File: src/hdl/cag_pkg.sv
// Constants, types and decode helpers shared by the access guard files.
package cag_pkg;

	// CPU modes, binary codes written out.
	typedef enum logic [2:0] {
		MODE_BOOT = 3'b000,
		MODE_TEST = 3'b001,
		MODE_CLOS = 3'b010,
		MODE_SYSTEM = 3'b011,
		MODE_USER = 3'b100
	} cag_mode_type;

	// Register groups of the CPU register space.
	typedef enum logic [2:0] {
		GRP_CPU = 3'b000,
		GRP_SYS = 3'b001,
		GRP_SEG = 3'b010,
		GRP_FW = 3'b011,
		GRP_CLOS = 3'b100,
		GRP_HW = 3'b101,
		GRP_NONE = 3'b110
	} cag_group_type;

	// CPU register addresses held or checked by name.
	localparam logic [7:0] SFR_PROGRAM_STATUS_HIGH = 8'h90;
	localparam logic [7:0] SFR_SYSMGMT_POINTER_A = 8'h91;
	localparam logic [7:0] SFR_SYSMGMT_POINTER_B = 8'h92;
	localparam logic [7:0] SFR_SEG_BASE_LO = 8'hA0;
	localparam logic [7:0] SFR_SEG_BASE_HI = 8'hA1;
	localparam logic [7:0] SFR_FIREWALL_CONTROL_LOW = 8'hB0;
	localparam logic [7:0] SFR_FIREWALL_CONTROL_HIGH = 8'hB1;
	localparam logic [7:0] SFR_CLOCK_SOURCE_SELECT = 8'hD0;
	localparam logic [7:0] SFR_RANDOM_NUMBER_VALUE = 8'hD1;
	localparam logic [7:0] SFR_CIPHER_KEY_A = 8'hD2;
	localparam logic [7:0] SFR_CIPHER_KEY_B = 8'hD3;

	// Mode entry addresses and the fixed memory partition boundary.
	localparam logic [15:0] SYSTEM_ENTRY_VECTOR = 16'h0100;
	localparam logic [15:0] CONFIG_ENTRY_VECTOR = 16'h0200;
	localparam logic [15:0] CLOS_CALL_ADDR = 16'h0300;
	localparam logic [15:0] USER_CALL_ADDR = 16'h0400;
	localparam logic [15:0] PART_BOUND = 16'h8000;

	// Program status high layout and reset values.
	localparam int PSH_MODE_LSB = 0;
	localparam int PSH_MODE_MSB = 2;
	localparam logic [7:0] SFR_RESET = 8'h00;
	localparam int STACK_DEPTH = 4;

	// Bus register byte offsets and fields.
	localparam logic [7:0] REG_CTRL = 8'h00;
	localparam logic [7:0] REG_STATUS = 8'h04;
	localparam logic [7:0] REG_DENY_COUNT = 8'h08;
	localparam logic [7:0] REG_LAST_DENY = 8'h0C;
	localparam int CTRL_LOG_EN = 0;
	localparam int CTRL_CLEAR = 1;
	localparam logic CTRL_LOG_EN_RESET = 1'b1;

	// Group of a CPU register address.
	function automatic cag_group_type grp_of(input logic [7:0] a);
		case (a[7:4])
			4'h8: grp_of = GRP_CPU;
			4'h9: grp_of = GRP_SYS;
			4'hA: grp_of = GRP_SEG;
			4'hB: grp_of = GRP_FW;
			4'hC: grp_of = GRP_CLOS;
			4'hD, 4'hE, 4'hF: grp_of = GRP_HW;
			default: grp_of = GRP_NONE;
		endcase
	endfunction

endpackage

File: src/hdl/cag_dec_if.sv
// Carrier for one access decision between the guard and its rights checker.
`timescale 1ns/1ns
interface cag_dec_if;
	cag_pkg::cag_mode_type mode;
	logic [7:0] addr;
	logic write;
	logic [7:0] fw_lo;
	logic [7:0] fw_hi;
	logic seg_rd;
	logic seg_wr;
	logic grant;
	modport req(output mode, output addr, output write, output fw_lo, output fw_hi,
		output seg_rd, output seg_wr, input grant);
	modport chk(input mode, input addr, input write, input fw_lo, input fw_hi,
		input seg_rd, input seg_wr, output grant);
endinterface

File: src/hdl/cag_access_guard.sv
// Register access guard between the CPU core and the register resources.
`timescale 1ns/1ns

module cag_access_guard (
	input wire logic hclk,
	input wire logic hresetn,
	input wire logic hsel,
	input wire logic [31:0] haddr,
	input wire logic [1:0] htrans,
	input wire logic hwrite,
	input wire logic [2:0] hsize,
	input wire logic [31:0] hwdata,
	input wire logic hready,
	output logic hreadyout,
	output logic hresp,
	output logic [31:0] hrdata,
	input wire logic cpu_valid,
	input wire logic cpu_write,
	input wire logic [7:0] cpu_addr,
	input wire logic [7:0] cpu_wdata,
	output logic [7:0] cpu_rdata,
	output logic cpu_denied,
	input wire logic seg_rd_ok,
	input wire logic seg_wr_ok,
	input wire logic irq_entry,
	input wire logic irq_return,
	input wire logic branch_valid,
	input wire logic branch_call,
	input wire logic [15:0] branch_target,
	output logic res_valid,
	output logic res_write,
	output logic [7:0] res_addr,
	output logic [7:0] res_wdata,
	input wire logic [7:0] res_rdata,
	output logic [15:0] seg_table_base,
	output logic [15:0] partition_bound,
	output logic [2:0] cpu_mode
);
	cag_dec_if dec ();
	cag_pkg::cag_mode_type mode;
	logic [2:0] nest;
	logic grant;
	logic local_sel;
	logic wr_go;
	logic psh_write;
	logic [7:0] local_rd;
	logic [7:0] cpu_rdata_reg;
	logic [7:0] seg_lo_reg;
	logic [7:0] seg_hi_reg;
	logic [7:0] fw_lo_reg;
	logic [7:0] fw_hi_reg;
	logic [7:0] psh_upper_reg;
	logic bus_go;
	logic bus_wr_reg;
	logic [7:0] bus_addr_reg;
	logic [31:0] hrdata_reg;
	logic [31:0] bus_rd;
	logic log_en_reg;
	logic clear_pulse;
	logic denied_event;
	logic [15:0] deny_cnt_reg;
	logic [8:0] last_deny_reg;

	// One decision per cycle; the checker sees the live mode and segment rights.
	assign dec.mode = mode;
	assign dec.addr = cpu_addr;
	assign dec.write = cpu_write;
	assign dec.fw_lo = fw_lo_reg;
	assign dec.fw_hi = fw_hi_reg;
	assign dec.seg_rd = seg_rd_ok;
	assign dec.seg_wr = seg_wr_ok;
	assign grant = dec.grant;

	cag_rights u_rights (
		.dec(dec)
	);

	cag_mode_ctrl u_mode (
		.hclk(hclk),
		.hresetn(hresetn),
		.irq_entry(irq_entry),
		.irq_return(irq_return),
		.psh_write(psh_write),
		.psh_mode(cpu_wdata[cag_pkg::PSH_MODE_MSB:cag_pkg::PSH_MODE_LSB]),
		.branch_valid(branch_valid),
		.branch_call(branch_call),
		.branch_target(branch_target),
		.mode(mode),
		.nest(nest)
	);

	// Registers held inside the guard rather than in the resource fabric.
	assign local_sel = cpu_addr == cag_pkg::SFR_PROGRAM_STATUS_HIGH ||
		cag_pkg::grp_of(cpu_addr) == cag_pkg::GRP_SEG ||
		cag_pkg::grp_of(cpu_addr) == cag_pkg::GRP_FW;
	assign wr_go = cpu_valid && cpu_write && grant;
	assign psh_write = wr_go && cpu_addr == cag_pkg::SFR_PROGRAM_STATUS_HIGH;
	assign cpu_denied = cpu_valid && !grant;
	assign cpu_mode = mode;

	// Refused accesses never reach the resources, so a refused write has no effect.
	assign res_valid = cpu_valid && grant && !local_sel;
	assign res_write = cpu_write;
	assign res_addr = cpu_addr;
	assign res_wdata = cpu_wdata;

	// The partition is a constant; no register can move it.
	assign partition_bound = cag_pkg::PART_BOUND;
	assign seg_table_base = {seg_hi_reg, seg_lo_reg};

	// Read view of the locally held registers.
	always_comb begin
		case (cpu_addr)
			cag_pkg::SFR_PROGRAM_STATUS_HIGH: local_rd = {psh_upper_reg[7:3], mode};
			cag_pkg::SFR_SEG_BASE_LO: local_rd = seg_lo_reg;
			cag_pkg::SFR_SEG_BASE_HI: local_rd = seg_hi_reg;
			cag_pkg::SFR_FIREWALL_CONTROL_LOW: local_rd = fw_lo_reg;
			cag_pkg::SFR_FIREWALL_CONTROL_HIGH: local_rd = fw_hi_reg;
			default: local_rd = 8'h00;
		endcase
	end

	// Segment table address; only the base is guarded, the table itself is
	// plain memory whose writes the memory unit checks by segment rights.
	always_ff @(posedge hclk or negedge hresetn) begin
		if (!hresetn) begin
			seg_lo_reg <= cag_pkg::SFR_RESET;
			seg_hi_reg <= cag_pkg::SFR_RESET;
		end else if (wr_go) begin
			if (cpu_addr == cag_pkg::SFR_SEG_BASE_LO) begin
				seg_lo_reg <= cpu_wdata;
			end
			if (cpu_addr == cag_pkg::SFR_SEG_BASE_HI) begin
				seg_hi_reg <= cpu_wdata;
			end
		end
	end

	// Firewall rights and the spare status bits.
	always_ff @(posedge hclk or negedge hresetn) begin
		if (!hresetn) begin
			fw_lo_reg <= cag_pkg::SFR_RESET;
			fw_hi_reg <= cag_pkg::SFR_RESET;
			psh_upper_reg <= cag_pkg::SFR_RESET;
		end else if (wr_go) begin
			if (cpu_addr == cag_pkg::SFR_FIREWALL_CONTROL_LOW) begin
				fw_lo_reg <= cpu_wdata;
			end
			if (cpu_addr == cag_pkg::SFR_FIREWALL_CONTROL_HIGH) begin
				fw_hi_reg <= cpu_wdata;
			end
			if (cpu_addr == cag_pkg::SFR_PROGRAM_STATUS_HIGH) begin
				psh_upper_reg <= cpu_wdata;
			end
		end
	end

	// Read data one cycle after the access; a refused read returns zero.
	always_ff @(posedge hclk or negedge hresetn) begin
		if (!hresetn) begin
			cpu_rdata_reg <= 8'h00;
		end else if (cpu_valid && !cpu_write) begin
			if (!grant) begin
				cpu_rdata_reg <= 8'h00;
			end else if (local_sel) begin
				cpu_rdata_reg <= local_rd;
			end else begin
				cpu_rdata_reg <= res_rdata;
			end
		end
	end
	assign cpu_rdata = cpu_rdata_reg;

	// Bus slave: zero wait states, always OKAY, word registers only.
	assign bus_go = hsel && hready && htrans[1];
	assign hreadyout = 1'b1;
	assign hresp = 1'b0;
	assign hrdata = hrdata_reg;

	always_comb begin
		case (haddr[7:0])
			cag_pkg::REG_CTRL: bus_rd = {31'h00000000, log_en_reg};
			cag_pkg::REG_STATUS: bus_rd = {26'h0000000, nest, mode};
			cag_pkg::REG_DENY_COUNT: bus_rd = {16'h0000, deny_cnt_reg};
			cag_pkg::REG_LAST_DENY: bus_rd = {23'h000000, last_deny_reg};
			default: bus_rd = 32'h00000000;
		endcase
	end

	// Address phase capture; read data are fetched here so they stand in the data phase.
	always_ff @(posedge hclk or negedge hresetn) begin
		if (!hresetn) begin
			bus_wr_reg <= 1'b0;
			bus_addr_reg <= 8'h00;
			hrdata_reg <= 32'h00000000;
		end else begin
			bus_wr_reg <= bus_go && hwrite;
			if (bus_go) begin
				bus_addr_reg <= haddr[7:0];
			end
			if (bus_go && !hwrite) begin
				hrdata_reg <= bus_rd;
			end
		end
	end

	// Control register write in the data phase.
	assign clear_pulse = bus_wr_reg && bus_addr_reg == cag_pkg::REG_CTRL &&
		hwdata[cag_pkg::CTRL_CLEAR];
	always_ff @(posedge hclk or negedge hresetn) begin
		if (!hresetn) begin
			log_en_reg <= cag_pkg::CTRL_LOG_EN_RESET;
		end else if (bus_wr_reg && bus_addr_reg == cag_pkg::REG_CTRL) begin
			log_en_reg <= hwdata[cag_pkg::CTRL_LOG_EN];
		end
	end

	// Refusal log; a refusal in the clearing cycle is still counted.
	assign denied_event = cpu_denied && log_en_reg;
	always_ff @(posedge hclk or negedge hresetn) begin
		if (!hresetn) begin
			deny_cnt_reg <= 16'h0000;
			last_deny_reg <= 9'h000;
		end else begin
			if (denied_event) begin
				deny_cnt_reg <= clear_pulse ? 16'h0001 : deny_cnt_reg + 16'h0001;
				last_deny_reg <= {cpu_write, cpu_addr};
			end else if (clear_pulse) begin
				deny_cnt_reg <= 16'h0000;
			end
		end
	end
endmodule

File: src/hdl/cag_rights.sv
// Combinational access decision from mode, register group and segment rights.
`timescale 1ns/1ns
module cag_rights (
	cag_dec_if.chk dec
);
	logic rd_ok;
	logic wr_ok;
	logic priv;

	// The decision is purely combinational so a refused access never half-happens.
	always_comb begin
		priv = dec.mode == cag_pkg::MODE_BOOT || dec.mode == cag_pkg::MODE_TEST ||
			dec.mode == cag_pkg::MODE_SYSTEM;
		rd_ok = 1'b0;
		wr_ok = 1'b0;
		case (cag_pkg::grp_of(dec.addr))
			cag_pkg::GRP_CPU: begin
				rd_ok = 1'b1;
				wr_ok = 1'b1;
			end
			cag_pkg::GRP_SYS: begin
				rd_ok = priv;
				wr_ok = priv;
				if (dec.addr == cag_pkg::SFR_PROGRAM_STATUS_HIGH &&
					(dec.mode == cag_pkg::MODE_CLOS || dec.mode == cag_pkg::MODE_USER)) begin
					rd_ok = 1'b1;
				end
				if (dec.addr == cag_pkg::SFR_SYSMGMT_POINTER_A ||
					dec.addr == cag_pkg::SFR_SYSMGMT_POINTER_B) begin
					rd_ok = 1'b0;
				end
			end
			cag_pkg::GRP_SEG: begin
				rd_ok = dec.mode == cag_pkg::MODE_SYSTEM;
				wr_ok = dec.mode == cag_pkg::MODE_SYSTEM;
			end
			cag_pkg::GRP_FW: begin
				rd_ok = priv || dec.mode == cag_pkg::MODE_CLOS;
				wr_ok = priv;
			end
			cag_pkg::GRP_CLOS: begin
				rd_ok = priv && dec.mode != cag_pkg::MODE_SYSTEM || dec.mode == cag_pkg::MODE_CLOS;
				wr_ok = rd_ok;
			end
			cag_pkg::GRP_HW: begin
				case (dec.mode)
					cag_pkg::MODE_BOOT, cag_pkg::MODE_TEST, cag_pkg::MODE_SYSTEM: begin
						rd_ok = 1'b1;
						wr_ok = 1'b1;
					end
					cag_pkg::MODE_CLOS: begin
						rd_ok = dec.fw_lo[dec.addr[2:0]] ||
							dec.addr == cag_pkg::SFR_CLOCK_SOURCE_SELECT;
						wr_ok = dec.fw_hi[dec.addr[2:0]];
					end
					cag_pkg::MODE_USER: begin
						rd_ok = dec.seg_rd;
						wr_ok = dec.seg_wr;
					end
					default: begin
						rd_ok = 1'b0;
						wr_ok = 1'b0;
					end
				endcase
				if (dec.addr == cag_pkg::SFR_RANDOM_NUMBER_VALUE) begin
					wr_ok = 1'b0;
				end
				if (dec.addr == cag_pkg::SFR_CIPHER_KEY_A || dec.addr == cag_pkg::SFR_CIPHER_KEY_B) begin
					rd_ok = 1'b0;
				end
			end
			default: begin
				rd_ok = 1'b0;
				wr_ok = 1'b0;
			end
		endcase
		dec.grant = dec.write ? wr_ok : rd_ok;
	end
endmodule

File: src/hdl/cag_mode_ctrl.sv
// CPU mode register with its handler-entry save stack.
`timescale 1ns/1ns
module cag_mode_ctrl (
	input wire logic hclk,
	input wire logic hresetn,
	input wire logic irq_entry,
	input wire logic irq_return,
	input wire logic psh_write,
	input wire logic [2:0] psh_mode,
	input wire logic branch_valid,
	input wire logic branch_call,
	input wire logic [15:0] branch_target,
	output cag_pkg::cag_mode_type mode,
	output logic [2:0] nest
);
	cag_pkg::cag_mode_type mode_reg;
	cag_pkg::cag_mode_type stack_reg [cag_pkg::STACK_DEPTH];
	logic [2:0] nest_reg;
	logic [1:0] top;

	assign mode = mode_reg;
	assign nest = nest_reg;
	assign top = nest_reg[1:0] - 2'h1;

	// Event priority: handler entry, then return, then a status write, then a branch.
	always_ff @(posedge hclk or negedge hresetn) begin
		if (!hresetn) begin
			mode_reg <= cag_pkg::MODE_BOOT;
		end else if (irq_entry) begin
			mode_reg <= cag_pkg::MODE_SYSTEM;
		end else if (irq_return && nest_reg != 3'h0) begin
			mode_reg <= stack_reg[top];
		end else if (psh_write && psh_mode <= 3'h4) begin
			mode_reg <= cag_pkg::cag_mode_type'(psh_mode);
		end else if (branch_valid && branch_target == cag_pkg::SYSTEM_ENTRY_VECTOR) begin
			mode_reg <= cag_pkg::MODE_SYSTEM;
		end else if (branch_valid && branch_target == cag_pkg::CONFIG_ENTRY_VECTOR) begin
			mode_reg <= cag_pkg::MODE_BOOT;
		end else if (branch_valid && branch_call && branch_target == cag_pkg::CLOS_CALL_ADDR) begin
			mode_reg <= cag_pkg::MODE_CLOS;
		end else if (branch_valid && branch_call && branch_target == cag_pkg::USER_CALL_ADDR) begin
			mode_reg <= cag_pkg::MODE_USER;
		end
	end

	// Saved modes; a full stack overwrites its top entry rather than losing the count.
	always_ff @(posedge hclk or negedge hresetn) begin
		if (!hresetn) begin
			nest_reg <= 3'h0;
			for (int i = 0; i < cag_pkg::STACK_DEPTH; i++) begin
				stack_reg[i] <= cag_pkg::MODE_BOOT;
			end
		end else if (irq_entry) begin
			if (nest_reg == 3'h4) begin
				stack_reg[2'h3] <= mode_reg;
			end else begin
				stack_reg[nest_reg[1:0]] <= mode_reg;
				nest_reg <= nest_reg + 3'h1;
			end
		end else if (irq_return && nest_reg != 3'h0) begin
			nest_reg <= nest_reg - 3'h1;
		end
	end
endmodule

File: config.mk
export PLATFORM = sky130hd
export DESIGN_NAME = cag_access_guard
export DESIGN_NICKNAME = d
export VERILOG_FILES = /design/src/hdl/cag_pkg.sv /design/src/hdl/cag_dec_if.sv /design/src/hdl/cag_access_guard.sv /design/src/hdl/cag_rights.sv /design/src/hdl/cag_mode_ctrl.sv
export SDC_FILE = /design/constraint.sdc
export NUM_CORES = 1
export LEC_CHECK = 0
export ABC_AREA = 1
export BUFFER_PORTS_ARGS = -buffer_cell sky130_fd_sc_hd__buf_2
export CORE_AREA = 2 2 116 118
export DETAILED_ROUTE_END_ITERATION = 8
export DIE_AREA = 0 0 118 120
export PLACE_DENSITY = 0.91
export SLEW_MARGIN = 0
export SYNTH_ARGS = -nofsm -noshare
export SYNTH_HDL_FRONTEND = slang
export SYNTH_SLANG_ARGS = --single-unit
File: constraint.sdc
create_clock -name hclk -period 2.8 [get_ports hclk]
set_input_delay 0.28 -clock hclk [delete_from_list [all_inputs] [get_ports hclk]]
set_output_delay 0.28 -clock hclk [all_outputs]
set_load 0.02 [all_outputs]
==> qor.log, run 1 <==
qor: worst_setup_path.critPathKind flop to output pin
qor: timing.max_freq 391 MHz
qor: worst_setup_path.critical_path.max_fanout 13
qor: floorplanning.die_area 14200 um2
qor: global_route.grt_max_degree 60
qor: route.detailedRoute.firstPassIterationCount 5
qor: worst_setup_path.setup.worst_path.end_class output pin
qor: floorplanning.initial_core_util 50.0%
qor: worst_setup_path.cp.required 2.52 ns
qor: clock_tree.clk_pin_slew 0.06 ns
qor: yosys.post_synth_main_area_contributors sky130_fd_sc_hd__dfrtp_1, sky130_fd_sc_hd__nand2_1, sky130_fd_sc_hd__o21ai_0
qor: run_status.outcome complete, no violations
qor: worst_setup_path.regToRegSetupSlack 0.32 ns
qor: clock_tree.clk-insertion-delay-late 0.42 ns
qor: clock_tree.ctsLongestPathBuffers 2
qor: place.post-dp-hpwl 12100 um
qor: yosys.synth.ff_latch_count 114
qor: pwr.swShare 33.3%
qor: pwr.seq_power_share 37.2%
qor: cells_and_area.antenna-diode-count 0
qor: timing.fin_worst_skew 0.0113 ns
qor: route.vias 5928
qor: floorplanning.die-width 118 um
qor: worst_hold_path.hold-path-endpoint log_en_reg
qor: pwr.clockPowerShare 39.7%
qor: clock_tree.cts.sink_count 114
qor: clock_tree.cts.repair_timing.setup_buffer_count 0
qor: cells_and_area.flow.area_growth_from_synthesis 18.5%
qor: route.detailed_route_iter0_violations 603
qor: worst_hold_path.cell_depth_of_the_worst_min_delay_path 3
qor: cells_and_area.final_core_utilization 59.3%
qor: timing.timing.slew.headroom 51.5%
qor: clock_tree.clock_tree_from_tritoncts yes
qor: worst_setup_path.critical_path_slowest_stage_cell sky130_fd_sc_hd__dfrtp_1
qor: pwr.power.internal 3.89 mW
qor: worst_setup_path.critPathLaunchType flop
qor: global_route.grt_usage 24.7%
qor: cells_and_area.finalNetCount 1059
qor: worst_setup_path.count_of_buffering_cells_on_the_critical_path_with_inverters_included 3
qor: flow_run.timing.max_cap.violations 0
qor: yosys.dominant_cell_by_count_in_the_synthesized_netlist sky130_fd_sc_hd__nand2_1
qor: timing.post-route-min-period 2.56 ns
qor: worst_setup_path.cp_cell_sequence inv_1, nand3_1, o21ai_0, inv_1, nand2_1, nand2_1, nand2_1, nand2_2, nand2_4, nand2_1, nor2_1, buf_2
qor: route.wire_per_inst 15.0 um
qor: pwr.vdd.ir_drop.worst 453 uV
qor: timing.slew_violations 0
qor: global_route.antenna_found_initial 0
qor: clock_tree.cts.root.buffer_cell sky130_fd_sc_hd__clkbuf_16
qor: yosys.synthesis.area_per_instance 8.02 um2
qor: yosys.syn_inst 810
qor: place.io_buffer_count 125
qor: pwr.p_comb_share 23.1%
qor: clock_tree.htree_num_levels 4
qor: yosys.post-synth-top-area-fraction 43.5%
qor: route.route.detailed.vias_per_inst 5.29
qor: timing.layout_worst_path_cycle_share 91.3%
qor: pwr.p_switching 1.94 mW
qor: cells_and_area.layout.filler_cells 1126
qor: pwr.power_density 758 nW/um2
qor: worst_setup_path.cp.arrival 2.28 ns
qor: global_route.global_route.overflow_total 0
qor: global_route.vias_in_the_first_global_route 5860
qor: clock_tree.cts_buffers 17
qor: worst_setup_path.cpMostUsedCell sky130_fd_sc_hd__nand2_1
qor: floorplanning.num_io_pins 218
qor: yosys.netlist_top_cells_count sky130_fd_sc_hd__nand2_1, sky130_fd_sc_hd__dfrtp_1, sky130_fd_sc_hd__inv_1
qor: worst_setup_path.critical_path.top_delay_family simple AND/OR/NAND/NOR gates
qor: route.post-route-drc-count 0
qor: yosys.yosys.cell_types.count 53
qor: route.detail-route-antenna-nets 0
qor: route.detail_route.wirelength 16800 um
qor: pwr.p_leak 4.03 nW
qor: floorplanning.die-height 120 um
qor: timing.rsz0062_at_grt no
qor: yosys.mappedNetlistArea 6490 um2
qor: floorplanning.placeableCoreArea 13000 um2
qor: floorplanning.floorplan.rows 42
qor: yosys.yosys_warnings 0
qor: worst_hold_path.holdCritStartpoint hwdata[0]
qor: timing.final-hold-violation-count 0
qor: worst_setup_path.r2r_cells 15
qor: yosys.synth-edff-count 0
qor: timing.setup_viol_count_final 0
qor: yosys.synth_flop_cell sky130_fd_sc_hd__dfrtp_1
qor: timing.tightestPinTransition 0.727 ns
qor: yosys.synth-async-reset-ratio 100%
qor: timing.final_tns_setup 0 ns
qor: yosys.netlist.top_cell.by_area sky130_fd_sc_hd__dfrtp_1
qor: cells_and_area.layout_cell_share_with_drive_strength_beyond_1 21.7%
qor: worst_setup_path.cpPeakStageDelay 0.45 ns
qor: worst_hold_path.worstHoldPathType input pin to flop
qor: worst_setup_path.rr_startpoint u_mode.mode[1]
qor: worst_setup_path.reg2reg_to deny_cnt_reg[13]
qor: place.gpl.final_weighted_congestion 0.899
qor: yosys.synth_sequential_area_ratio 43.9%
qor: global_route.grt_pass1_wl 27800 um
## logic make-up (layout without fill, tap and decap cells)
kind of cell | count (synthesis) | in the layout | synth area share, %
AO/OA/AOI/OAI | 161 | 161 | 14.4
XOR/XNOR | 8 | 8 | 1.08
adder cells (fa/ha/maj) | 6 | 6 | 1.27
buffers and inverters | 165 | 267 | 13.4
flip-flops | 114 | 114 | 43.9
multiplexers | 6 | 6 | 1.04
other | 2 | 34 | 0.116
AND/OR/NAND/NOR | 348 | 348 | 24.8
## worst register-to-register path, delay by kind of cell, from the launching register on
| kind | cells | cell delay (ns) |
|---|---|---|
| AND/OR/NAND/NOR | 10 | 1.18 |
| buffers and inverters | 3 | 0.46 |
| flip-flops | 1 | 0.45 |
| AO/OA/AOI/OAI | 2 | 0.26 |
## power by group through the flow
stage	sequential [mW]	clock, mW	combinational [mW]
after floorplan	2.17	0	0.948
after global placement	2.17	0	1.27
after detailed placement	2.18	0	1.33
after CTS	2.16	2.32	1.35
after global routing	2.20	2.41	1.52
final	2.17	2.31	1.35
## worst max path at each step
stage | from | endpoint | slack (ns) | cells after the start
2_1_floorplan | u_mode.mode[0] | res_valid | 0.69 | 9
3_3_place_gp | cpu_addr[3] | deny_cnt_reg[15] | 0.30 | 18
3_5_place_dp | cpu_addr[3] | deny_cnt_reg[15] | 0.25 | 18
4_1_cts | u_mode.mode[1] | res_valid | 0.25 | 12
5_1_grt | u_mode.mode[1] | res_valid | 0.07 | 12
6_report | u_mode.mode[1] | res_valid | 0.24 | 12
## metal layers
metal / wire, um / part of all wire, % / vias up / global-route usage [%]
met3: 1140 / 6.8 / 45 / 5.66
li1: - / - / 2829 / -
met4: 519 / 3.1 / 0 / 10.4
met2: 8360 / 50 / 281 / 42.3
met5: 0 / 0 / - / 0
met1: 6830 / 41 / 2773 / 30.0
## layout make-up
type,instances,area (um2),share of cell area [%]
clock inverter,13,184,2.39
sequential,114,2850,37.1
inverter,99,379,4.93
multi-input combinational,563,2890,37.6
clock buffer,19,443,5.75
timing repair buffer,136,726,9.43
tap,176,220,2.86
## cell usage in the layout (no fill, tap or decap), types with 3 or more instances in the layout
| cell | Yosys | layout |
|---|---|---|
| sky130_fd_sc_hd__o221ai_1 | 3 | 3 |
| sky130_fd_sc_hd__nor4_1 | 6 | 6 |
| sky130_fd_sc_hd__nand2_2 | 6 | 6 |
| sky130_fd_sc_hd__a21oi_1 | 17 | 17 |
| sky130_fd_sc_hd__clkbuf_16 | 0 | 17 |
| sky130_fd_sc_hd__nand2_1 | 209 | 209 |
| sky130_fd_sc_hd__nor3b_1 | 3 | 3 |
| sky130_fd_sc_hd__nand4_1 | 9 | 9 |
| sky130_fd_sc_hd__a221oi_1 | 6 | 6 |
| sky130_fd_sc_hd__nor3_1 | 13 | 13 |
| sky130_fd_sc_hd__buf_4 | 52 | 10 |
| sky130_fd_sc_hd__clkinv_4 | 1 | 3 |
| sky130_fd_sc_hd__dfrtp_1 | 113 | 113 |
| sky130_fd_sc_hd__inv_1 | 91 | 91 |
| sky130_fd_sc_hd__conb_1 | 2 | 34 |
| sky130_fd_sc_hd__o211ai_1 | 5 | 5 |
| sky130_fd_sc_hd__ha_1 | 5 | 5 |
| sky130_fd_sc_hd__inv_2 | 5 | 5 |
| sky130_fd_sc_hd__xor2_1 | 7 | 7 |
| sky130_fd_sc_hd__mux2_2 | 6 | 6 |
| sky130_fd_sc_hd__o21ai_0 | 89 | 89 |
| sky130_fd_sc_hd__o21ai_1 | 12 | 12 |
| sky130_fd_sc_hd__o22ai_1 | 13 | 13 |
| sky130_fd_sc_hd__buf_2 | 2 | 124 |
| sky130_fd_sc_hd__o31ai_1 | 4 | 4 |
| sky130_fd_sc_hd__nor2_8 | 4 | 4 |
| sky130_fd_sc_hd__bufinv_16 | 0 | 4 |
| sky130_fd_sc_hd__clkinvlp_4 | 0 | 3 |
| sky130_fd_sc_hd__nor2_1 | 43 | 43 |
| sky130_fd_sc_hd__nand3_1 | 42 | 42 |
| sky130_fd_sc_hd__clkinv_2 | 0 | 3 |
## per-stage QoR
step	area [um2]	cells	power (mW)	hold WS (ns)	setup WS, ns
finish	7700	1120	5.83	0.0948	0.243
global route	7700	1120	6.13	0.0852	0.0714
CTS	7700	1120	5.83	0.0952	0.245
detailed placement	7060	1087	3.51	0.382	0.248
global placement	7060	1087	3.45	0.376	0.296
floorplan	6620	842	3.12	-0.0156	0.694
## repair_timing
item                                   CTS  global route
gates resized for setup                  0             0
hold buffers                             1             0
endpoints found under the hold margin   55             0
Power figures use the tool's default switching activity.
==> run 2, diff against run 1 <==
CORE_AREA = 2 2 131 133   (was 2 2 116 118)
DIE_AREA = 0 0 133 135   (was 0 0 118 120)
PLACE_DENSITY = 0.76   (was 0.91)
==> qor.log, run 2 (same netlist as run 1, synthesis figures left out) <==
qor: run_status.outcome complete, no violations [unchanged]
qor: flow_run.timing.max_cap.violations 0 [unchanged]
qor: floorplanning.die-height 135 um [was 120 um]
qor: pwr.swShare 32.4% [was 33.3%]
qor: clock_tree.ctsLongestPathBuffers 2 [unchanged]
qor: timing.tightestPinTransition 0.722 ns [was 0.727 ns]
qor: global_route.grt_pass1_wl 28500 um [was 27800 um]
qor: cells_and_area.finalNetCount 1062 [was 1059]
qor: worst_hold_path.cell_depth_of_the_worst_min_delay_path 3 [unchanged]
qor: worst_setup_path.critPathLaunchType flop [unchanged]
qor: global_route.grt_max_degree 55 [was 60]
qor: clock_tree.clk_pin_slew 0.05 ns [was 0.06 ns]
qor: global_route.grt_usage 19.8% [was 24.7%]
qor: worst_hold_path.hold-path-endpoint bus_wr_reg [was log_en_reg]
qor: worst_hold_path.holdCritStartpoint hwrite [was hwdata[0]]
qor: cells_and_area.final_design_area_no_fill 7790 um2 [was 7700 um2]
qor: pwr.p_comb_share 22.6% [was 23.1%]
qor: route.detailedRoute.firstPassIterationCount 5 [unchanged]
qor: worst_setup_path.setup.worst_path.end_class output pin [unchanged]
qor: floorplanning.initial_core_util 39.6% [was 50.0%]
qor: route.detail_route.wirelength 17100 um [was 16800 um]
qor: clock_tree.cts.sink_count 114 [unchanged]
qor: pwr.vdd.ir_drop.worst 465 uV [was 453 uV]
qor: pwr.power_density 760 nW/um2 [was 758 nW/um2]
qor: route.vias 5847 [was 5928]
qor: global_route.grtUsageMet2 34.0% [was 42.3%]
qor: route.detailed_route_iter0_violations 408 [was 603]
qor: route.route.detailed.vias_per_inst 5.01 [was 5.29]
qor: place.post-dp-hpwl 12600 um [was 12100 um]
qor: worst_setup_path.reg2reg_to deny_cnt_reg[11] [was deny_cnt_reg[13]]
qor: cells_and_area.antenna-diode-count 0 [unchanged]
qor: route.wire_per_inst 14.7 um [was 15.0 um]
qor: cells_and_area.flow.area_growth_from_synthesis 20.0% [was 18.5%]
qor: cells_and_area.mostFrequentLayoutCell sky130_fd_sc_hd__nand2_1 [unchanged]
qor: floorplanning.placeableCoreArea 16400 um2 [was 13000 um2]
qor: pwr.seq_power_share 36.6% [was 37.2%]
qor: floorplanning.die-width 133 um [was 118 um]
qor: floorplanning.die_area 18000 um2 [was 14200 um2]
qor: timing.layout_worst_path_cycle_share 89.3% [was 91.3%]
qor: clock_tree.clk-insertion-delay-late 0.41 ns [was 0.42 ns]
qor: cells_and_area.layout_cell_share_with_drive_strength_beyond_1 22.2% [was 21.7%]
qor: worst_setup_path.cp.arrival 2.22 ns [was 2.28 ns]
qor: worst_setup_path.regToRegSetupSlack 0.36 ns [was 0.32 ns]
qor: timing.timing.slew.headroom 51.8% [was 51.5%]
qor: timing.fin_worst_skew 0.00704 ns [was 0.0113 ns]
qor: timing.setup_viol_count_final 0 [unchanged]
qor: place.io_buffer_count 125 [unchanged]
qor: timing.slew_violations 0 [unchanged]
qor: pwr.clockPowerShare 40.7% [was 39.7%]
qor: clock_tree.htree_num_levels 4 [unchanged]
qor: global_route.vias_in_the_first_global_route 5804 [was 5860]
qor: global_route.gr-usage-met3 3.53% [was 5.66%]
qor: clock_tree.cts_buffers 17 [unchanged]
qor: global_route.antenna_found_initial 0 [unchanged]
qor: cells_and_area.layout.filler_cells 1596 [was 1126]
qor: place.placed_cell_area 7130 um2 [was 7060 um2]
qor: floorplanning.num_io_pins 218 [unchanged]
qor: timing.rsz0062_at_grt no [unchanged]
qor: cells_and_area.layout_common_cells sky130_fd_sc_hd__nand2_1, sky130_fd_sc_hd__buf_2, sky130_fd_sc_hd__dfrtp_1, sky130_fd_sc_hd__inv_1, sky130_fd_sc_hd__o21ai_0 [unchanged]
qor: clock_tree.cts.root.buffer_cell sky130_fd_sc_hd__clkbuf_16 [unchanged]
qor: global_route.grt_most_used_layer met2 [unchanged]
qor: worst_setup_path.cp.required 2.52 ns [about the same]
qor: clock_tree.cts.repair_timing.setup_buffer_count 0 [unchanged]
qor: floorplanning.floorplan.rows 47 [was 42]
qor: place.gpl.final_weighted_congestion 0.973 [was 0.899]
qor: timing.final_tns_setup 0 ns [unchanged]
qor: cells_and_area.multi_input_area 2890 um2 [unchanged]
qor: pwr.power.internal 4.01 mW [was 3.89 mW]
qor: timing.worst_hold_slack 0.104 ns [was 0.0948 ns]
qor: cells_and_area.seq_area 2850 um2 [unchanged]
qor: timing.max_freq 400 MHz [was 391 MHz]
qor: pwr.p_switching 1.92 mW [was 1.94 mW]
qor: worst_setup_path.critPathKind flop to output pin [unchanged]
qor: timing.final-hold-violation-count 0 [unchanged]
qor: route.detail-route-antenna-nets 0 [unchanged]
qor: worst_hold_path.worstHoldPathType input pin to flop [unchanged]
qor: worst_setup_path.critical_path.max_fanout 13 [unchanged]
qor: pwr.p_leak 4.05 nW [was 4.03 nW]
qor: timing.post-route-min-period 2.50 ns [was 2.56 ns]
qor: route.post-route-drc-count 0 [unchanged]
qor: clock_tree.clock_tree_from_tritoncts yes [unchanged]
qor: worst_setup_path.rr_startpoint u_mode.mode[0] [was u_mode.mode[1]]
qor: global_route.met1_usage 25.3% [was 30.0%]
qor: global_route.global_route.overflow_total 0 [unchanged]
qor: worst_setup_path.r2r_cells 14 [was 15]
-- run 2: cell types whose count changed in the layout (fill, tap and decap cells not counted) --
cell,delta
sky130_fd_sc_hd__clkbuf_8,+1
sky130_fd_sc_hd__inv_2,+1
sky130_fd_sc_hd__clkbuf_1,-1
sky130_fd_sc_hd__bufinv_16,+1
sky130_fd_sc_hd__buf_12,-1
sky130_fd_sc_hd__buf_4,+4
sky130_fd_sc_hd__inv_1,-1
sky130_fd_sc_hd__clkinv_4,-1
-- run 2: per-stage QoR --
step	power [mW]	util (%)	cells	setup WS [ns]
after floorplan	3.12	-	842	0.694
after global placement	3.48	43.4	1134	0.270
after detailed placement	3.51	43.4	1134	0.188
after CTS	5.94	47.5	1167	0.211
after global routing	6.27	47.5	1167	0.00138
final	5.92	47.5	1167	0.298
-- run 2: power by group through the flow --
stage               registers, mW  clock network (mW)  logic, mW
global route                 2.21                2.53       1.53
finish                       2.17                2.41       1.34
detailed placement           2.18                   0       1.33
floorplan                    2.17                   0      0.948
CTS                          2.16                2.43       1.35
global placement             2.18                   0       1.30
-- run 2: layer usage --
layer,vias to the layer above,wire length (um)
li1,2841,-
met1,2766,7490
met2,211,8260
met3,29,975
met4,0,382
met5,-,0
-- run 2: cell type report --
class	instances	share of cell area (%)
clock inverters	13	2.63
clock buffers	19	5.81
inverters	99	4.86
well taps	220	3.53
repair buffers	139	9.44
multi-input cells	563	37.1
flip-flops and latches	114	36.6
-- run 2: critical path, cell delays in order, from the launching register on --
cell	delay (ns)
sky130_fd_sc_hd__dfrtp_1	0.47
sky130_fd_sc_hd__inv_2	0.15
sky130_fd_sc_hd__nand3_1	0.13
sky130_fd_sc_hd__nand2_1	0.11
sky130_fd_sc_hd__nand2_2	0.06
sky130_fd_sc_hd__a21oi_2	0.10
sky130_fd_sc_hd__nor2_1	0.05
sky130_fd_sc_hd__nand2_1	0.08
sky130_fd_sc_hd__nand2_2	0.09
sky130_fd_sc_hd__nand2_4	0.19
sky130_fd_sc_hd__nand2_1	0.08
sky130_fd_sc_hd__nor2_1	0.10
sky130_fd_sc_hd__buf_2	0.18
-- run 2: timing repair --
| action | in CTS | in global routing |
|---|---|---|
| hold endpoints to repair | 50 | 0 |
| gates resized for setup | 0 | 1 |
| hold buffers | 1 | 0 |
| setup endpoints to repair | 0 | 6 |
-- run 2: worst max path at each step --
stage                    from               end  slack (ns)  depth (start not counted)
2_1_floorplan  u_mode.mode[0]         res_valid        0.69                          9
3_3_place_gp      cpu_addr[3]  deny_cnt_reg[15]        0.27                         18
3_5_place_dp      cpu_addr[3]  deny_cnt_reg[15]        0.19                         18
4_1_cts        u_mode.mode[1]         res_valid        0.21                         12
5_1_grt        u_mode.mode[1]         res_valid       0.001                         12
6_report       u_mode.mode[1]         res_valid        0.30                         12
==> run 3, diff against run 2 <==
==> constraint.sdc (replaced) <==
create_clock -name hclk -period 2.8 [get_ports hclk]
set_input_delay 0 -clock hclk [delete_from_list [all_inputs] [get_ports hclk]]
set_output_delay 0 -clock hclk [all_outputs]
set_load 0.02 [all_outputs]
==> qor.log, run 3 (same netlist as run 1, synthesis figures left out) <==
qor: run_status.outcome finished, violations left [was complete, no violations]
qor: run_status.violations hold timing
qor: timing.final-hold-violation-count 1 [was 0]
qor: cells_and_area.antenna-diode-count 0 [unchanged]
qor: worst_setup_path.critPathKind input pin to flop [was flop to output pin]
qor: floorplanning.die_area 18000 um2 [unchanged]
qor: flow_run.timing.max_cap.violations 0 [unchanged]
qor: route.post-route-drc-count 0 [unchanged]
qor: timing.final_tns_setup 0 ns [unchanged]
qor: pwr.p_leak 4.16 nW [was 4.05 nW]
qor: pwr.swShare 32.4% [about the same]
qor: worst_setup_path.cpPeakStageDelay 0.54 ns [was 0.47 ns]
qor: route.detailedRoute.firstPassIterationCount 6 [was 5]
qor: timing.rsz0062_at_grt no [unchanged]
qor: timing.setup_viol_count_final 0 [unchanged]
qor: pwr.p_comb_share 23.4% [was 22.6%]
qor: route.route.detailed.vias_per_inst 4.99 [was 5.01]
qor: route.detail-route-antenna-nets 0 [unchanged]
qor: clock_tree.clock_tree_from_tritoncts yes [unchanged]
qor: floorplanning.num_io_pins 218 [unchanged]
qor: timing.post-route-worst-setup-slack 0.225 ns [was 0.298 ns]
qor: timing.timing.slew.headroom 43.9% [was 51.8%]
qor: place.post-dp-hpwl 12200 um [was 12600 um]
qor: pwr.clockPowerShare 39.9% [was 40.7%]
qor: global_route.grt_max_degree 115 [was 55]
qor: floorplanning.die-width 133 um [unchanged]
qor: timing.layout_worst_path_cycle_share 92.0% [was 89.3%]
qor: worst_setup_path.cp.arrival 2.88 ns [was 2.22 ns]
qor: worst_setup_path.critical_path_slowest_stage_cell sky130_fd_sc_hd__dlygate4sd3_1 [was sky130_fd_sc_hd__dfrtp_1]
qor: place.io_buffer_count 125 [unchanged]
qor: worst_setup_path.cpMostUsedCell sky130_fd_sc_hd__nand2_2 [was sky130_fd_sc_hd__nand2_1]
qor: timing.slew_violations 0 [unchanged]
qor: timing.worst_hold_slack -0.00191 ns [was 0.104 ns]
qor: global_route.vias_in_the_first_global_route 5616 [was 5804]
qor: pwr.seq_power_share 36.7% [was 36.6%]
qor: floorplanning.floorplan.rows 47 [unchanged]
qor: route.detail_route.wirelength 17000 um [was 17100 um]
qor: worst_setup_path.setup.worst_path.end_class flop [was output pin]
qor: global_route.antenna_found_initial 0 [unchanged]
qor: floorplanning.die-height 135 um [unchanged]
qor: worst_setup_path.cp.required 3.11 ns [was 2.52 ns]
qor: global_route.grt_pass1_wl 27700 um [was 28500 um]
qor: cells_and_area.layout_common_cells sky130_fd_sc_hd__nand2_1, sky130_fd_sc_hd__buf_2, sky130_fd_sc_hd__dfrtp_1, sky130_fd_sc_hd__inv_1, sky130_fd_sc_hd__o21ai_0 [unchanged]
qor: route.wire_per_inst 14.3 um [was 14.7 um]
qor: cells_and_area.mostFrequentLayoutCell sky130_fd_sc_hd__nand2_1 [unchanged]
qor: clock_tree.cts.repair_timing.setup_buffer_count 0 [unchanged]
qor: worst_setup_path.cp_cell_sequence dlygate4sd3_1, buf_2, inv_1, nand2_2, nor3_4, nand2_4, clkinv_4, nand2_2, a21oi_2, nor2_1, nand2_1, nand2_2, nand2_4, nor2_4, nand2_2, nand2_2, inv_1, nand2_1, o31ai_2 [was inv_2, nand3_1, nand2_1, nand2_2, a21oi_2, nor2_1, nand2_1, nand2_2, nand2_4, nand2_1, nor2_1, buf_2]
qor: place.gpl.final_weighted_congestion 0.945 [was 0.973]
qor: pwr.vdd.ir_drop.worst 494 uV [was 465 uV]
qor: clock_tree.cts_buffers 17 [unchanged]
qor: clock_tree.ctsLongestPathBuffers 2 [unchanged]
qor: clock_tree.htree_num_levels 4 [unchanged]
qor: clock_tree.clk_pin_slew 0.05 ns [about the same]
qor: pwr.p_switching 1.91 mW [was 1.92 mW]
qor: timing.tightestPinTransition 0.835 ns [was 0.722 ns]
qor: pwr.power.internal 3.99 mW [was 4.01 mW]
qor: worst_setup_path.critical_path.max_fanout 13 [unchanged]
qor: cells_and_area.flow.area_growth_from_synthesis 24.3% [was 20.0%]
qor: clock_tree.cts.sink_count 114 [unchanged]
qor: worst_hold_path.worstHoldPathType input pin to flop [unchanged]
qor: global_route.global_route.overflow_total 0 [unchanged]
qor: cells_and_area.layout_cell_share_with_drive_strength_beyond_1 21.0% [was 22.2%]
qor: floorplanning.placeableCoreArea 16400 um2 [unchanged]
qor: cells_and_area.finalNetCount 1088 [was 1062]
qor: place.post-place-ws 0.422 ns [was 0.188 ns]
qor: timing.fin_worst_skew 0.0134 ns [was 0.00704 ns]
qor: route.vias 5958 [was 5847]
qor: floorplanning.initial_core_util 39.6% [unchanged]
qor: pwr.power_density 731 nW/um2 [was 760 nW/um2]
qor: clock_tree.clk-insertion-delay-late 0.42 ns [was 0.41 ns]
qor: timing.post-route-min-period 2.58 ns [was 2.50 ns]
qor: timing.max_freq 388 MHz [was 400 MHz]
qor: route.detailed_route_iter0_violations 449 [was 408]
qor: global_route.grt_usage 19.4% [was 19.8%]
qor: worst_setup_path.critPathLaunchType input pin [was flop]
qor: clock_tree.cts.root.buffer_cell sky130_fd_sc_hd__clkbuf_16 [unchanged]
run 3: per-layer routing:
metal	vias up	GRT usage (%)	part of all wire [%]
li1	2896	-	-
met4	0	7.17	2.7
met3	45	4.17	6.7
met2	254	32.8	48
met5	-	0	0
met1	2763	24.6	43
run 3: critical path: cells and delay by family:
family / cells / cell delay, ns
AND/OR/NAND/NOR: 12 / 1.58
AO/OA/AOI/OAI: 2 / 0.19
buffers and inverters: 5 / 1.09
run 3: final cells by class:
cell class	count	area, um2
Inverter	99	379
Multi-Input combinational cell	563	2900
Clock buffer	19	433
Fill cell	1552	8330
Clock inverter	13	209
Timing Repair Buffer	165	1020
Tap cell	220	275
Sequential cell	114	2850
run 3: final timing paths:
kind	end	slack, ns	cells past startpoint	start
setup / recovery	deny_cnt_reg[15]	0.22	19	cpu_addr[3]
hold / removal	cpu_rdata[4]	-0.002	5	res_rdata[4]
setup reg to reg	deny_cnt_reg[15]	0.33	15	u_mode.mode[1]
hold reg to reg	hrdata[7]	0.48	2	hrdata[7]
max in group asynchronous	last_deny_reg[1]	2.07	3	hresetn
min in group asynchronous	bus_addr_reg[1]	0.18	3	hresetn
run 3: through the flow:
stage               util (%)  cells  instance area [um2]  power [mW]
floorplan                  -    842                 6620        3.12
global placement        43.2   1128                 7090        3.47
global route            49.2   1193                 8070        6.24
finish                  49.2   1193                 8070        5.90
detailed placement      43.2   1128                 7090        3.51
CTS                     49.2   1193                 8070        5.93
run 3: repair_timing:
action / in CTS / in global routing
hold endpoints to repair: 175 / 0
resized for setup: 0 / 3
hold buffers: 33 / 0
setup endpoints to repair: 0 / 1
run 3: power groups by stage:
stage	logic (mW)	clock network, mW	registers, mW
floorplan	0.948	0	2.17
global placement	1.30	0	2.17
detailed placement	1.33	0	2.18
CTS	1.39	2.38	2.16
global route	1.56	2.47	2.21
finish	1.38	2.35	2.17
